### config.mk
export PLATFORM = sky130hd
export DESIGN_NAME = psrfs_top
export DESIGN_NICKNAME = d
export VERILOG_FILES = /design/src/verilog/psrfs_timer.v /design/src/verilog/psrfs_top.v
export VERILOG_INCLUDE_DIRS = /design/src /design/src/verilog
export SDC_FILE = /design/constraint.sdc
export NUM_CORES = 1
export LEC_CHECK = 0
export ABC_AREA = 1
export BUFFER_PORTS_ARGS = -buffer_cell sky130_fd_sc_hd__buf_2
export CAP_MARGIN = 20
export CORE_ASPECT_RATIO = 0.9
export CORE_MARGIN = 8
export CORE_UTILIZATION = 50
export DETAILED_ROUTE_END_ITERATION = 7
export PLACE_DENSITY_LB_ADDON = 0.25
export SLEW_MARGIN = 20
export SYNTH_ARGS = -nofsm -noshare
export SYNTH_HDL_FRONTEND = slang
export SYNTH_SLANG_ARGS = --single-unit
### constraint.sdc
create_clock -name CLK -period 2.2 [get_ports CLK]
set_input_delay 0.44 -clock CLK [delete_from_list [all_inputs] [get_ports CLK]]
set_output_delay 0.44 -clock CLK [all_outputs]
set_load 0.005 [all_outputs]
### src/verilog/psrfs_map.vh
// constants for the primary-side fault supervisor
`ifndef PSRFS_MAP_VH
`define PSRFS_MAP_VH

// ****************************************
// register offsets
// ****************************************
`define PSRFS_ADDR_W        4
`define PSRFS_REG_STATUS    4'h0
`define PSRFS_REG_CLEAR     4'h1
`define PSRFS_REG_ENABLE    4'h2
`define PSRFS_REG_STATE     4'h3
`define PSRFS_REG_CTRL      4'h4

// ****************************************
// event bit positions
// ****************************************
`define PSRFS_EV_W          8
`define PSRFS_EV_OVP        0
`define PSRFS_EV_UVP        1
`define PSRFS_EV_SHORT      2
`define PSRFS_EV_SAT        3
`define PSRFS_EV_OTP        4
`define PSRFS_EV_OUTPUT_OVERVOLTAGE_PROTECT       5
`define PSRFS_EV_BROWNOUT   6
`define PSRFS_EV_BROWNIN    7

// ****************************************
// reset values and timing
// ****************************************
`define PSRFS_ENABLE_RST    8'h00
`define PSRFS_CTRL_RST      8'h00
`define PSRFS_CYCLE_COUNT   3
`define PSRFS_CLK_HZ        40000000
`define PSRFS_UV_MS         128
`define PSRFS_SHORT_MS      64
// 128 ms and 64 ms of the 40 MHz clock, sized to the timer width
`define PSRFS_UV_CYCLES     24'h4E_2000
`define PSRFS_SHORT_CYCLES  24'h27_1000

`endif

### src/verilog/psrfs_timer.v
// continuous-condition millisecond timer
`timescale 1ns/1ps

module psrfs_timer
#(
  parameter WIDTH = 24,
  parameter [WIDTH-1:0] LIMIT = 24'h00_0010
)
(
  input  wire             clk,
  input  wire             srst,
  input  wire             clr,
  input  wire             cond,
  output reg              hit
);

  reg [WIDTH-1:0] cnt_ff;
  reg [WIDTH-1:0] nxt_cnt;

  always @*
  begin
    nxt_cnt = cnt_ff;
    if (clr || !cond)
      nxt_cnt = {WIDTH{1'b0}};
    else if (cnt_ff != LIMIT)
      nxt_cnt = cnt_ff + {{(WIDTH-1){1'b0}}, 1'b1};
  end

  always @(posedge clk)
  begin
    if (srst)
    begin
      cnt_ff <= {WIDTH{1'b0}};
      hit    <= 1'b0;
    end
    else
    begin
      cnt_ff <= nxt_cnt;
      // fires on the same edge that the count reaches the limit, still only while cond holds
      hit    <= cond && !clr && (nxt_cnt == LIMIT);
    end
  end

endmodule // psrfs_timer

### src/verilog/psrfs_top.v
// fault supervisor for a primary-side regulated flyback switcher
`timescale 1ns/1ps
`include "psrfs_map.vh"

// How it works
// RULE_01 - ov on three cycles: stop, recover
// RULE_02 - uv held 128ms: stop, recover
// RULE_03 - short level held 64ms: stop, recover
// RULE_04 - cs max three pulses: stop, recover
// RULE_05 - overtemp stops drive at once
// RULE_06 - no pulse until overtemp clears
// RULE_07 - bus sampled each primary on-time
// RULE_08 - one check pulse at start level
// RULE_09 - failed check waits for supply minimum
// RULE_10 - brown-out three cycles: stop, recover
// RULE_11 - recovery restarts at supply minimum
// RULE_12 - supply overvoltage stops drive at once
// RULE_13 - counters and timers clear on restart
module psrfs_top
#(
  parameter        TMR_W        = 24,
  parameter [23:0] UV_CYCLES    = `PSRFS_UV_CYCLES,
  parameter [23:0] SHORT_CYCLES = `PSRFS_SHORT_CYCLES
)
(
  input  wire       CLK,
  input  wire       SRST,
  input  wire       CYCLE_END,
  input  wire       OV_CMP,
  input  wire       UV_CMP,
  input  wire       SHORT_CMP,
  input  wire       CS_MAX_CMP,
  input  wire       BUS_SAMPLE_VALID,
  input  wire       BROWN_IN_CMP,
  input  wire       BROWN_OUT_CMP,
  input  wire       OTP_FLAG,
  input  wire       SUPPLY_OV_FLAG,
  input  wire       SUPPLY_START,
  input  wire       SUPPLY_MIN,
  input  wire [3:0] REG_ADDR,
  input  wire [7:0] REG_WDATA,
  input  wire       REG_WR,
  input  wire       REG_RD,
  output reg  [7:0] REG_RDATA,
  output reg        DRIVE_EN,
  output reg        CHECK_PULSE,
  output reg        IRQ
);

  // ****************************************
  // states
  // ****************************************
  localparam [2:0] ST_OFF   = 3'h0;
  localparam [2:0] ST_CHECK = 3'h1;
  localparam [2:0] ST_RUN   = 3'h2;
  localparam [2:0] ST_HOLD  = 3'h3;

  reg [2:0] state_ff;
  reg [2:0] nxt_state;
  reg [1:0] ov_cnt_ff;
  reg [1:0] sat_cnt_ff;
  reg [1:0] bo_cnt_ff;
  reg [7:0] status_ff;
  reg [7:0] enable_ff;
  reg [7:0] last_ff;
  reg       otp_latch_ff;
  reg [7:0] ev;
  reg       nxt_drive_en;
  reg       nxt_check_pulse;
  reg [7:0] nxt_rdata;
  wire      fault_any;
  wire      clr_wr;
  wire      en_wr;
  wire      uv_hit;
  wire      short_hit;
  wire      restart;
  wire      running;

  // counts consecutive failing cycles, saturating at the limit
  function [1:0] cyc_next;
    input [1:0] cnt;
    input       tick;
    input       fail;
    begin
      if (!tick)
        cyc_next = cnt;
      else if (!fail)
        cyc_next = 2'h0;
      else if (cnt != 2'h3)
        cyc_next = cnt + 2'h1;
      else
        cyc_next = cnt;
    end
  endfunction

  // one write strobe qualified by one register offset
  function wr_hit;
    input       wr;
    input [3:0] addr;
    input [3:0] target;
    begin
      wr_hit = wr && (addr == target);
    end
  endfunction

  assign running   = (state_ff == ST_RUN);
  assign fault_any = (ev != 8'h00);
  assign clr_wr    = wr_hit(REG_WR, REG_ADDR, `PSRFS_REG_CLEAR);
  assign en_wr     = wr_hit(REG_WR, REG_ADDR, `PSRFS_REG_ENABLE);
  assign restart = (state_ff != ST_RUN) && (nxt_state == ST_CHECK);

  // ****************************************
  // millisecond timers
  // ****************************************
  psrfs_timer #(.WIDTH(TMR_W), .LIMIT(UV_CYCLES)) u_uv_tmr
  (
    .clk  (CLK),
    .srst (SRST),
    .clr  (!running),
    .cond (UV_CMP),
    .hit  (uv_hit)
  ); // RULE_02 RULE_13

  psrfs_timer #(.WIDTH(TMR_W), .LIMIT(SHORT_CYCLES)) u_short_tmr
  (
    .clk  (CLK),
    .srst (SRST),
    .clr  (!running),
    .cond (SHORT_CMP),
    .hit  (short_hit)
  ); // RULE_03 RULE_13

  // ****************************************
  // fault events
  // ****************************************
  always @*
  begin
    ev = 8'h00;
    ev[`PSRFS_EV_OVP]      = running && CYCLE_END && OV_CMP && (ov_cnt_ff == 2'h2); // RULE_01
    ev[`PSRFS_EV_UVP]      = running && uv_hit; // RULE_02
    ev[`PSRFS_EV_SHORT]    = running && short_hit; // RULE_03
    ev[`PSRFS_EV_SAT]      = running && CYCLE_END && CS_MAX_CMP && (sat_cnt_ff == 2'h2); // RULE_04
    ev[`PSRFS_EV_OTP]      = OTP_FLAG && (state_ff != ST_HOLD); // RULE_05
    ev[`PSRFS_EV_OUTPUT_OVERVOLTAGE_PROTECT]     = SUPPLY_OV_FLAG && (state_ff != ST_HOLD); // RULE_12
    ev[`PSRFS_EV_BROWNOUT] = running && BUS_SAMPLE_VALID && BROWN_OUT_CMP
                             && (bo_cnt_ff == 2'h2); // RULE_10
    ev[`PSRFS_EV_BROWNIN]  = (state_ff == ST_CHECK) && BUS_SAMPLE_VALID && !BROWN_IN_CMP; // RULE_09
  end

  // ****************************************
  // supervisor state machine
  // ****************************************
  always @*
  begin
    nxt_state = state_ff;
    case (state_ff)
      ST_OFF:
        if (SUPPLY_START && !otp_latch_ff && !OTP_FLAG && !SUPPLY_OV_FLAG)
          nxt_state = ST_CHECK; // RULE_06 RULE_08
      ST_CHECK:
        if (ev != 8'h00)
          nxt_state = ST_HOLD; // RULE_09
        else if (BUS_SAMPLE_VALID)
          nxt_state = ST_RUN; // RULE_08
      ST_RUN:
        if (ev != 8'h00)
          nxt_state = ST_HOLD;
      ST_HOLD:
        if (SUPPLY_MIN)
          nxt_state = ST_OFF; // RULE_11
      default:
        nxt_state = ST_OFF;
    endcase
  end

  always @(posedge CLK)
  begin
    if (SRST)
      state_ff <= ST_OFF;
    else
      state_ff <= nxt_state;
  end

  // ****************************************
  // consecutive-cycle counters
  // ****************************************
  always @(posedge CLK)
  begin
    if (SRST || restart || !running)
    begin
      ov_cnt_ff  <= 2'h0; // RULE_13
      sat_cnt_ff <= 2'h0; // RULE_13
      bo_cnt_ff  <= 2'h0; // RULE_13
    end
    else
    begin
      ov_cnt_ff  <= cyc_next(ov_cnt_ff, CYCLE_END, OV_CMP); // RULE_01 RULE_13
      sat_cnt_ff <= cyc_next(sat_cnt_ff, CYCLE_END, CS_MAX_CMP); // RULE_04 RULE_13
      // the bus sample is taken in primary on-time, so it ticks its own counter
      bo_cnt_ff  <= cyc_next(bo_cnt_ff, BUS_SAMPLE_VALID, BROWN_OUT_CMP); // RULE_07 RULE_10
    end
  end

  // ****************************************
  // overtemperature hold-off
  // ****************************************
  always @(posedge CLK)
  begin
    if (SRST)
      otp_latch_ff <= 1'b0;
    else
      // one cycle late, so a flag that just dropped still blocks a start
      otp_latch_ff <= OTP_FLAG; // RULE_05 RULE_06
  end

  // ****************************************
  // gate-drive outputs
  // ****************************************
  always @*
  begin
    nxt_drive_en    = (nxt_state == ST_RUN) || (nxt_state == ST_CHECK); // RULE_05 RULE_12
    nxt_check_pulse = (nxt_state == ST_CHECK); // RULE_08
  end

  // taken from the next state so a fault drops drive on its own edge
  always @(posedge CLK)
  begin
    if (SRST)
    begin
      DRIVE_EN    <= 1'b0;
      CHECK_PULSE <= 1'b0;
    end
    else
    begin
      DRIVE_EN    <= nxt_drive_en;
      CHECK_PULSE <= nxt_check_pulse;
    end
  end

  // ****************************************
  // register port
  // ****************************************
  always @*
  begin
    nxt_rdata = 8'h00;
    if (REG_RD)
    begin
      case (REG_ADDR)
        `PSRFS_REG_STATUS: nxt_rdata = status_ff;
        `PSRFS_REG_ENABLE: nxt_rdata = enable_ff;
        `PSRFS_REG_STATE:  nxt_rdata = {4'h0, otp_latch_ff, state_ff};
        `PSRFS_REG_CTRL:   nxt_rdata = last_ff;
        default:           nxt_rdata = 8'h00;
      endcase
    end
  end

  always @(posedge CLK)
  begin
    if (SRST)
    begin
      status_ff <= 8'h00;
      enable_ff <= `PSRFS_ENABLE_RST;
      last_ff   <= 8'h00;
      REG_RDATA <= 8'h00;
    end
    else
    begin
      // set beats a clear arriving in the same cycle
      if (clr_wr)
        status_ff <= (status_ff & ~REG_WDATA) | ev;
      else
        status_ff <= status_ff | ev;
      if (en_wr)
        enable_ff <= REG_WDATA;
      if (fault_any)
        last_ff <= ev;
      // zero outside the read slot keeps a shared bus quiet
      REG_RDATA <= nxt_rdata;
    end
  end

  // ****************************************
  // interrupt
  // ****************************************
  // level output, one cycle behind status and enable
  always @(posedge CLK)
  begin
    if (SRST)
      IRQ <= 1'b0;
    else
      IRQ <= |(status_ff & enable_ff);
  end

endmodule // psrfs_top

==> results of run 1 <==
[layer usage]
| metal | track usage | vias up | part of all wire |
|---|---|---|---|
| met5 | 0 | - | 0 |
| met3 | 0.0465 | 13 | 0.070 |
| met1 | 0.256 | 2312 | 0.46 |
| met4 | 0.0560 | 0 | 0.012 |
| li1 | - | 2626 | - |
| met2 | 0.312 | 178 | 0.46 |
[synthesized netlist by cell type]
cell	number
dfxtp_1	95
nand3_1	62
a211oi_1	3
xnor2_1	1
nor3_2	3
conb_1	1
xor2_1	5
inv_1	98
a21oi_2	1
a221oi_1	6
a21oi_1	53
or2_2	3
o211ai_1	4
nand4_1	27
o221ai_1	1
nor2_2	9
nand3_2	3
nand3b_1	6
o21ai_0	32
clkinv_1	1
and3_1	1
nor4_1	1
inv_2	6
nor3_1	14
buf_1	1
buf_2	3
o2bb2ai_1	2
nand2_1	170
ha_1	10
nor2_1	150
nand3_4	1
o21ai_1	1
nor3_4	1
clkbuf_1	7
[final timing paths]
| kind | from | end | slack [ns] | cells past startpoint |
|---|---|---|---|---|
| hold / removal | OTP_FLAG | otp_latch_ff | 0.34 | 3 |
| setup / recovery | u_short_tmr.cnt_ff[0] | u_short_tmr.hit | 0.21 | 13 |
| setup reg to reg | u_short_tmr.cnt_ff[0] | u_short_tmr.hit | 0.21 | 13 |
| hold reg to reg | enable_ff[7] | enable_ff[7] | 0.48 | 2 |
[sequential cells by signal, indices dropped and copies added (netlist names), 2 cells and up]
signal	cells
u_short_tmr.cnt_ff	24
REG_RDATA	8
ov_cnt_ff	2
last_ff	8
u_uv_tmr.cnt_ff	24
status_ff	8
state_ff	3
bo_cnt_ff	2
enable_ff	8
sat_cnt_ff	2
[through the flow]
step	instance area (um2)	util
6_report	5710	0.567
2_1_floorplan	5070	-
3_5_place_dp	5420	0.538
4_1_cts	5710	0.567
3_3_place_gp	5420	0.538
5_1_grt	5710	0.567
[report_power, final]
part | switching (mW) | leakage, nW | internal [mW]
clock network | 0.723 | 0.145 | 0.794
logic | 0.0856 | 1.45 | 0.0404
registers | 0.00713 | 0.767 | 1.73
[area by class of cell]
type	instances	area [um2]
sequential	95	1900
timing repair buffer	44	235
multi-input combinational	571	2730
inverter	105	394
tap	129	161
clock buffer	9	225
fill	1024	4360
clock inverter	7	65.1
[critical path: cells and delay by family, from the launching register on]
kind / cells / cell delay [ns]
simple gates: 12 / 1.38
fa+ha+maj: 1 / 0.18
flops: 1 / 0.38
[cells by family (layout without fill, tap and decap cells)]
group / count (synthesis) / after routing / share of synthesized area
other: 1 / 1 / 0.000740
buffers and inverters: 116 / 165 / 0.0866
AOI/OAI and AO/OA: 103 / 103 / 0.113
and+or+nand+nor: 451 / 451 / 0.390
adders and majority gates: 10 / 10 / 0.0247
xor gates and xnor gates: 6 / 6 / 0.0104
DFF: 95 / 95 / 0.375
==> key figures, run 1 <==
STA
  – Minimum period implied by the final worst setup slack: 1.99 ns
  – Hold WS: 0.336 ns
  – Fraction of the cycle the final worst path needs: 0.906
  – Post-route setup TNS: 0 ns
  – Final count of hold timing violations: 0
  – Number of setup violations in the final report: 0
  – Number of pins exceeding their max-slew limit in the final report: 0
  – Clk_skew: 0.0103 ns
  – Worst max-slew margin expressed relative to the limit: 0.557
  – Transition time at the pin with the least slew margin: 0.664 ns
  – Final worst-path setup slack: 0.207 ns
  – Unrepaired setup endpoints after global routing: false
  – Highest achievable clock rate: 0.502 GHz

CTS
  – Post-CTS Setup Bufs: 0
  – Hold bufs inserted after CTS: 0
  – Clk slew on worst S/H paths: 0.07 ns
  – Total clock buffers created by CTS: 9
  – Count of cells resized by post-cts repair: 0
  – Clock tree from TritonCTS: done
  – H-tree Lvls: 3
  – Clock sink count: 95
  – Skew-Pair Late Insertion Delay: 0.35 ns
  – Clock Path Buffers: 2
  – Root buf cell: clkbuf_16

Synth
  – Post-synth net total: 820
  – Post-Synthesis Cell Area: 5070 um2
  – Cell type with the highest aggregate area in the netlist: dfxtp_1
  – Number of cells produced by synthesis: 782
  – Share of Yosys cell area claimed by the top area cell type: 0.375
  – Register bit count reported by yosys: 95
  – Portion of the post-synthesis area used by sequential elements: 0.375
  – Number of different library cells in the post-synthesis netlist: 34
  – Most area-consuming cells after synthesis: dfxtp_1, nand2_1, nor2_1
  – Mean post-synth cell area: 6.48 um2
  – Warnings from Yosys: 0

Floorplan
  – Core Region: 10100 um2
  – DIE WIDTH: 122 um
  – Starting density of the core: 0.503
  – Std cell rows: 35
  – Total die area: 13600 um2
  – Vertical extent of the die: 112 um
  – Number of top-level pins: 39

Place
  – Count of port buffers added during placement: 38
  – Setup slack at placement: 0.239 ns
  – DP Wirelength: 9.88 mm
  – Final Wtd Congestion: 0.912
  – Placed Instances: 944

Global route
  – Number of global-route vias before repair: 4846
  – GRT Total Usage: 0.196
  – Global-route wire length before repair: 22.0 mm
  – Maximum number of pins on one net before global-route repair: 62
  – Global-route congestion overflow total: 0
  – Number of antenna violations at the first check in global routing: 0

Cells and area
  – Post-Layout Cell Count: 960
  – Ratio of cells with drive above 1 in the final layout: 0.105
  – Most frequent standard cell in the layout excluding fill and tap cells: nand2_1
  – Layout Nets: 864
  – N_diodes: 0
  – Top library cells by usage in the layout, fill and taps aside: nand2_1, nor2_1, inv_1
  – Area growth, synth to finish: 12.7%

Run status
  – Result of the run: finished, final reports clean

Worst setup path
  – Data arrival, critical path: 2.29 ns
  – Required time of the worst setup path: 2.50 ns
  – Crit Path Class: flop to flop
  – Cell type with the highest occurrence count on the critical path: nand2_1
  – Critical path capture point type: flop
  – Slowest cell on the critical path: dfxtp_1
  – Cell-by-cell listing of the critical path: ha_1, nand2_1, nor2_2, nand2_1, nor2_2, nand2_1, nand2_1, nand2_1, nor2_1, nand3_1, nor2_1, nand3_1, nor2_1
  – Maximum fanout encountered on the critical timing path: 6
  – CP max stage delay: 0.38 ns
  – Startpoint class of the critical path: flop

Route
  – Total DRC errors in the routed layout: 0
  – Iteration-0 DRC Markers: 422
  – Via count of the routed design: 5129
  – Pre-Repair DR Iteration Count: 5
  – Antenna-violating nets left: 0
  – Routed wire length: 12.9 mm
  – Routed wire length per instance: 13.5 um
  – Detailed-route vias per instance: 5.34

Flow run
  – Max Cap Violations: 0

Power and ir drop
  – Cell area power density: 592 nW/um2
  – P_leak: 2.36 nW
  – Overall power consumption: 3.38 mW
  – Peak VDD IR: 498 uV

Worst hold path
  – HP Class: primary input to flop
(Power assumes the default switching activity.)
==> inputs of run 2 (changes only) <==
--- a/config.mk
+++ b/config.mk
@@ -9,7 +9,7 @@
 export ABC_AREA = 1
 export BUFFER_PORTS_ARGS = -buffer_cell sky130_fd_sc_hd__buf_2
 export CAP_MARGIN = 20
-export CORE_ASPECT_RATIO = 0.9
+export CORE_ASPECT_RATIO = 0.75
 export CORE_MARGIN = 8
 export CORE_UTILIZATION = 50
 export DETAILED_ROUTE_END_ITERATION = 7
==> key figures, run 2 (same netlist as run 1, synthesis figures left out) <==
Run status
  – Result of the run: finished, final reports clean (unchanged)

Place
  – DP Wirelength: 10.2 mm (was 9.88 mm)
  – Placed Instances: 953 (was 944)
  – Final Wtd Congestion: 0.953 (was 0.912)
  – Count of port buffers added during placement: 38 (unchanged)

CTS
  – Clock Path Buffers: 2 (unchanged)
  – Clock tree from TritonCTS: done (unchanged)
  – Skew-Pair Late Insertion Delay: 0.35 ns (about the same)
  – Clk slew on worst S/H paths: 0.06 ns (was 0.07 ns)
  – Clock sink count: 95 (unchanged)
  – Root buf cell: clkbuf_16 (unchanged)
  – Total clock buffers created by CTS: 9 (unchanged)
  – Post-CTS Setup Bufs: 0 (unchanged)
  – Count of cells resized by post-cts repair: 0 (unchanged)
  – Hold bufs inserted after CTS: 0 (unchanged)
  – H-tree Lvls: 3 (unchanged)

STA
  – Minimum period implied by the final worst setup slack: 1.98 ns (was 1.99 ns)
  – Post-route setup TNS: 0 ns (unchanged)
  – Fraction of the cycle the final worst path needs: 0.901 (was 0.906)
  – Highest achievable clock rate: 0.504 GHz (was 0.502 GHz)
  – Transition time at the pin with the least slew margin: 0.691 ns (was 0.664 ns)
  – Clk_skew: 0.0100 ns (was 0.0103 ns)
  – Final count of hold timing violations: 0 (unchanged)
  – Worst max-slew margin expressed relative to the limit: 0.537 (was 0.557)
  – Unrepaired setup endpoints after global routing: false (unchanged)
  – Number of pins exceeding their max-slew limit in the final report: 0 (unchanged)
  – Number of setup violations in the final report: 0 (unchanged)

Worst setup path
  – Startpoint class of the critical path: flop (unchanged)
  – Launching element of the worst setup path: state_ff[2] (was u_short_tmr.cnt_ff[0])
  – Setup slack on the worst flop-to-flop path: 0.22 ns (was 0.21 ns)
  – Critical path capture point type: flop (unchanged)
  – Beginning of the worst register-to-register path: state_ff[2] (was u_short_tmr.cnt_ff[0])
  – Data arrival, critical path: 2.23 ns (was 2.29 ns)
  – Required time of the worst setup path: 2.44 ns (was 2.50 ns)
  – Slowest cell on the critical path: dfxtp_1 (unchanged)
  – Cell type with the highest occurrence count on the critical path: nand2_1 (unchanged)
  – Depth of the most critical reg-to-reg path: 11 (was 13)
  – Cell-by-cell listing of the critical path: inv_2, nand3_4, inv_2, nand2_1, nand2_1, nor3_4, nand3_2, a21oi_2, nor2_1, nand2_1, nand2_1 (was ha_1, nand2_1, nor2_2, nand2_1, nor2_2, nand2_1, nand2_1, nand2_1, nor2_1, nand3_1, nor2_1, nand3_1, nor2_1)
  – Maximum fanout encountered on the critical timing path: 7 (was 6)
  – CP max stage delay: 0.36 ns (was 0.38 ns)
  – Crit Path Class: flop to flop (unchanged)
  – Reg-to-reg critical path endpoint: DRIVE_EN (was u_short_tmr.hit)

Global route
  – Number of global-route vias before repair: 4895 (was 4846)
  – Global-route congestion overflow total: 0 (unchanged)
  – GRT Total Usage: 0.203 (was 0.196)
  – Number of antenna violations at the first check in global routing: 0 (unchanged)
  – Global-route wire length before repair: 22.8 mm (was 22.0 mm)
  – Maximum number of pins on one net before global-route repair: 48 (was 62)

Route
  – Top routing layer used: met4 (unchanged)
  – Total DRC errors in the routed layout: 0 (unchanged)
  – Amount of wire on met2 after detailed routing: 5.78 mm (was 5.92 mm)
  – Via count of the routed design: 5203 (was 5129)
  – Routed wire length per instance: 13.9 um (was 13.5 um)
  – Iteration-0 DRC Markers: 456 (was 422)
  – Detailed-route vias per instance: 5.37 (was 5.34)
  – Antenna-violating nets left: 0 (unchanged)
  – Sum of routed wire segments on met1: 6.41 mm (was 5.97 mm)
  – Routed wire length: 13.4 mm (was 12.9 mm)
  – Total met3 wirelength after detailed routing: 1.02 mm (was 908 um)
  – Pre-Repair DR Iteration Count: 5 (unchanged)

Cells and area
  – Layout Nets: 866 (was 864)
  – N_diodes: 0 (unchanged)
  – Area occupied by multi-input gates: 2730 um2 (unchanged)
  – Registers with the highest flip-flop counts: u_short_tmr.cnt_ff x24, u_uv_tmr.cnt_ff x24 (unchanged)
  – Area growth, synth to finish: 12.9% (was 12.7%)
  – Post-Layout Cell Count: 969 (was 960)
  – Top library cells by usage in the layout, fill and taps aside: nand2_1, nor2_1, inv_1 (unchanged)
  – Filler Cells Inserted: 1021 (was 1024)
  – Most frequent standard cell in the layout excluding fill and tap cells: nand2_1 (unchanged)
  – Ratio of cells with drive above 1 in the final layout: 0.107 (was 0.105)
  – Sequential cell area in the final layout: 1900 um2 (unchanged)

Power and ir drop
  – P_leak: 2.35 nW (was 2.36 nW)
  – Cell area power density: 584 nW/um2 (was 592 nW/um2)
  – Peak VDD IR: 529 uV (was 498 uV)

Floorplan
  – Total die area: 13700 um2 (was 13600 um2)
  – Starting density of the core: 0.502 (was 0.503)
  – Vertical extent of the die: 103 um (was 112 um)
  – Number of top-level pins: 39 (unchanged)
  – DIE WIDTH: 132 um (was 122 um)
  – Std cell rows: 32 (was 35)
  – Core Region: 10100 um2 (about the same)

Worst hold path
  – Min-delay src: SRST (was OTP_FLAG)
  – Destination of the worst hold path: otp_latch_ff (unchanged)
  – Number of stages on the worst hold path: 2 (was 3)
  – HP Class: primary input to flop (unchanged)

Flow run
  – Max Cap Violations: 0 (unchanged)
## run 2: changes by cell type in the layout (fill, tap and decap cells not counted), sizes merged
cell / before / now
buf: 44 / 46
clkinv: 5 / 2
clkinvlp: 0 / 3
## run 2: per-layer routing
| layer | global-route usage | vias up |
|---|---|---|
| li1 | - | 2640 |
| met1 | 0.271 | 2322 |
| met2 | 0.323 | 209 |
| met3 | 0.0449 | 32 |
| met4 | 0.0687 | 0 |
| met5 | 0 | - |
## run 2: critical path, delay by kind of cell, from the launching register on
family | cells | cell delay, ns
AO/OA/AOI/OAI | 1 | 0.21
buffers and inverters | 2 | 0.16
flip-flops | 1 | 0.36
AND/OR/NAND/NOR | 8 | 1.15
## run 2: stage by stage
stage	cell area (um2)	total power, mW	util	setup slack, ns	hold slack [ns]
2_1_floorplan	5070	1.85	-	0.560	0.439
3_3_place_gp	5450	1.90	0.540	0.304	0.459
3_5_place_dp	5450	1.91	0.540	0.296	0.456
4_1_cts	5720	3.37	0.567	0.256	0.325
5_1_grt	5720	3.45	0.567	0.000588	0.341
6_report	5720	3.34	0.567	0.217	0.337
## run 2: area by class of cell
class,instances,area share
timing repair buffer,46,0.0437
sequential,95,0.332
multi-input combinational,571,0.477
clock buffer,9,0.0393
inverter,105,0.0689
clock inverter,7,0.00940
tap,136,0.0297
## run 2: power by group
group	leakage (nW)	internal, mW	switching [mW]
combinational	1.46	0.0417	0.0889
clock	0.129	0.776	0.697
sequential	0.767	1.73	0.00754
## run 2: how the worst max path moves through the flow
stage | end | slack (ns) | depth (start not counted)
after floorplan | enable_ff[6] | 0.56 | 7
after global placement | DRIVE_EN | 0.30 | 11
after detailed placement | DRIVE_EN | 0.30 | 11
after CTS | DRIVE_EN | 0.26 | 11
after global routing | u_short_tmr.hit | 0.0006 | 13
final | DRIVE_EN | 0.22 | 11
==> inputs of run 3 (changes only) <==
--- a/config.mk
+++ b/config.mk
@@ -14,6 +14,7 @@
 export CORE_UTILIZATION = 50
 export DETAILED_ROUTE_END_ITERATION = 7
 export PLACE_DENSITY_LB_ADDON = 0.25
+export REMOVE_ABC_BUFFERS = 1
 export SLEW_MARGIN = 20
 export SYNTH_ARGS = -nofsm -noshare
 export SYNTH_HDL_FRONTEND = slang
==> key figures, run 3 (same netlist as run 1, synthesis figures left out) <==
Run status
  – Result of the run: finished, final reports clean (unchanged)

Worst hold path
  – HP Class: primary input to flop (unchanged)
  – Min-delay src: OTP_FLAG (was SRST)
  – Number of stages on the worst hold path: 3 (was 2)
  – Destination of the worst hold path: otp_latch_ff (unchanged)

Cells and area
  – Area growth, synth to finish: 13.1% (was 12.9%)
  – Layout Nets: 865 (was 866)
  – Filler Cells Inserted: 972 (was 1021)
  – Area occupied by multi-input gates: 2730 um2 (unchanged)
  – Sequential cell area in the final layout: 1900 um2 (unchanged)
  – Most frequent standard cell in the layout excluding fill and tap cells: nand2_1 (unchanged)
  – Ratio of cells with drive above 1 in the final layout: 0.106 (was 0.107)
  – Post-Layout Cell Count: 968 (was 969)
  – Top library cells by usage in the layout, fill and taps aside: nand2_1, nor2_1, inv_1 (unchanged)
  – Registers with the highest flip-flop counts: u_short_tmr.cnt_ff x24, u_uv_tmr.cnt_ff x24 (unchanged)
  – N_diodes: 0 (unchanged)

STA
  – Minimum period implied by the final worst setup slack: 1.88 ns (was 1.98 ns)
  – Fraction of the cycle the final worst path needs: 0.857 (was 0.901)
  – Worst max-slew margin expressed relative to the limit: 0.621 (was 0.537)
  – Number of setup violations in the final report: 0 (unchanged)
  – Post-route setup TNS: 0 ns (unchanged)
  – Transition time at the pin with the least slew margin: 0.568 ns (was 0.691 ns)
  – Highest achievable clock rate: 0.531 GHz (was 0.504 GHz)
  – Unrepaired setup endpoints after global routing: false (unchanged)
  – Clk_skew: 0.00761 ns (was 0.0100 ns)
  – Final count of hold timing violations: 0 (unchanged)
  – Hold WS: 0.332 ns (was 0.337 ns)
  – Number of pins exceeding their max-slew limit in the final report: 0 (unchanged)

Worst setup path
  – Crit Path Class: flop to flop (unchanged)
  – Depth of the most critical reg-to-reg path: 13 (was 11)
  – Data arrival, critical path: 2.18 ns (was 2.23 ns)
  – Beginning of the worst register-to-register path: u_short_tmr.cnt_ff[0] (was state_ff[2])
  – Worst path bufs/invs: 0 (was 2)
  – Setup slack on the worst flop-to-flop path: 0.32 ns (was 0.22 ns)
  – Critical path capture point type: flop (unchanged)
  – Startpoint class of the critical path: flop (unchanged)
  – Reg-to-reg critical path endpoint: u_short_tmr.hit (was DRIVE_EN)
  – Cell type with the highest occurrence count on the critical path: nand2_1 (unchanged)
  – Cell-by-cell listing of the critical path: ha_1, nand2_1, nor2_2, nand2_1, nor2_2, nand2_1, nand2_1, nand2_1, nor2_1, nand3_1, nor2_1, nand3_1, nor2_1 (was inv_2, nand3_4, inv_2, nand2_1, nand2_1, nor3_4, nand3_2, a21oi_2, nor2_1, nand2_1, nand2_1)
  – Family of cells with the greatest summed delay on the critical path: simple AND/OR/NAND/NOR gates (unchanged)
  – Slowest cell on the critical path: dfxtp_1 (unchanged)
  – Required time of the worst setup path: 2.49 ns (was 2.44 ns)
  – CP max stage delay: 0.37 ns (was 0.36 ns)
  – Maximum fanout encountered on the critical timing path: 6 (was 7)

Place
  – DP Wirelength: 10.1 mm (was 10.2 mm)
  – Placed Instances: 952 (was 953)
  – Count of port buffers added during placement: 38 (unchanged)
  – Final Wtd Congestion: 0.955 (was 0.953)

Power and ir drop
  – Cell area power density: 599 nW/um2 (was 584 nW/um2)
  – P_leak: 2.36 nW (was 2.35 nW)
  – Overall power consumption: 3.44 mW (was 3.34 mW)
  – Peak VDD IR: 351 uV (was 529 uV)

CTS
  – Clock Path Buffers: 2 (unchanged)
  – Clock sink count: 95 (unchanged)
  – Clock tree from TritonCTS: done (unchanged)
  – Clk slew on worst S/H paths: 0.07 ns (was 0.06 ns)
  – Skew-Pair Late Insertion Delay: 0.35 ns (about the same)
  – Post-CTS Setup Bufs: 0 (unchanged)
  – Root buf cell: clkbuf_16 (unchanged)
  – H-tree Lvls: 3 (unchanged)
  – Total clock buffers created by CTS: 9 (unchanged)

Flow run
  – Max Cap Violations: 0 (unchanged)

Route
  – Via count of the routed design: 5192 (was 5203)
  – Antenna-violating nets left: 0 (unchanged)
  – Detailed-route vias per instance: 5.36 (was 5.37)
  – Routed wire length: 13.1 mm (was 13.4 mm)
  – Pre-Repair DR Iteration Count: 5 (unchanged)
  – Routed wire length per instance: 13.6 um (was 13.9 um)
  – Total DRC errors in the routed layout: 0 (unchanged)
  – Iteration-0 DRC Markers: 454 (was 456)

Global route
  – GRT Total Usage: 0.198 (was 0.203)
  – Number of antenna violations at the first check in global routing: 0 (unchanged)
  – Global-route congestion overflow total: 0 (unchanged)
  – Maximum number of pins on one net before global-route repair: 55 (was 48)
  – Number of global-route vias before repair: 4647 (was 4895)
  – Global-route wire length before repair: 22.1 mm (was 22.8 mm)

Floorplan
  – Starting density of the core: 0.502 (unchanged)
  – Core Region: 10100 um2 (unchanged)
  – Std cell rows: 32 (unchanged)
  – Total die area: 13700 um2 (unchanged)
  – Number of top-level pins: 39 (unchanged)
  – DIE WIDTH: 132 um (unchanged)
  – Vertical extent of the die: 103 um (unchanged)
==> run 3: worst max path at each step <==
stage | start | end | slack, ns | cells after the start
after floorplan | state_ff[1] | u_short_tmr.hit | 0.52 | 9
after global placement | u_short_tmr.cnt_ff[0] | u_short_tmr.hit | 0.35 | 13
after detailed placement | u_short_tmr.cnt_ff[0] | u_short_tmr.hit | 0.30 | 13
after CTS | u_short_tmr.cnt_ff[0] | u_short_tmr.hit | 0.29 | 13
after global routing | u_uv_tmr.cnt_ff[1] | u_uv_tmr.hit | 0.04 | 13
final | u_short_tmr.cnt_ff[0] | u_short_tmr.hit | 0.32 | 13
==> run 3: power by group <==
group / internal (mW) / leakage (nW) / switching [mW] / total (mW)
logic: 0.0422 / 1.45 / 0.0874 / 0.130
registers: 1.73 / 0.767 / 0.00755 / 1.74
clock network: 0.887 / 0.143 / 0.681 / 1.57
==> run 3: area by class of cell <==
cell class	count	area share
multi-input cells	571	0.476
flip-flops and latches	95	0.332
inverters	105	0.0687
repair buffers	45	0.0423
clock buffers	10	0.0399
well taps	136	0.0297
clock inverters	6	0.0120
==> run 3: repair_timing <==
action / in CTS / in global routing
hold buffers: 0 / 0
hold endpoints to repair: 0 / 0
setup endpoints to repair: 0 / 1
resized for setup: 0 / 1
==> run 3: tightest hold or removal path: stages <==
cell    delay [ns]
buf_2         0.09
inv_1         0.05
nor2_1        0.07
==> run 3: stage by stage <==
step	area [um2]	util	setup WS, ns
finish	5740	0.568	0.315
global route	5740	0.568	0.0445
CTS	5740	0.568	0.295
detailed placement	5440	0.539	0.303
global placement	5440	0.539	0.346
floorplan	5020	-	0.522
==> run 3: routing by layer <==
| layer | up-vias | share of wire | GRT usage |
|---|---|---|---|
| li1 | 2635 | - | - |
| met1 | 2338 | 0.48 | 0.273 |
| met2 | 202 | 0.43 | 0.308 |
| met3 | 17 | 0.080 | 0.0468 |
| met4 | 0 | 0.012 | 0.0522 |
| met5 | - | 0 | 0 |
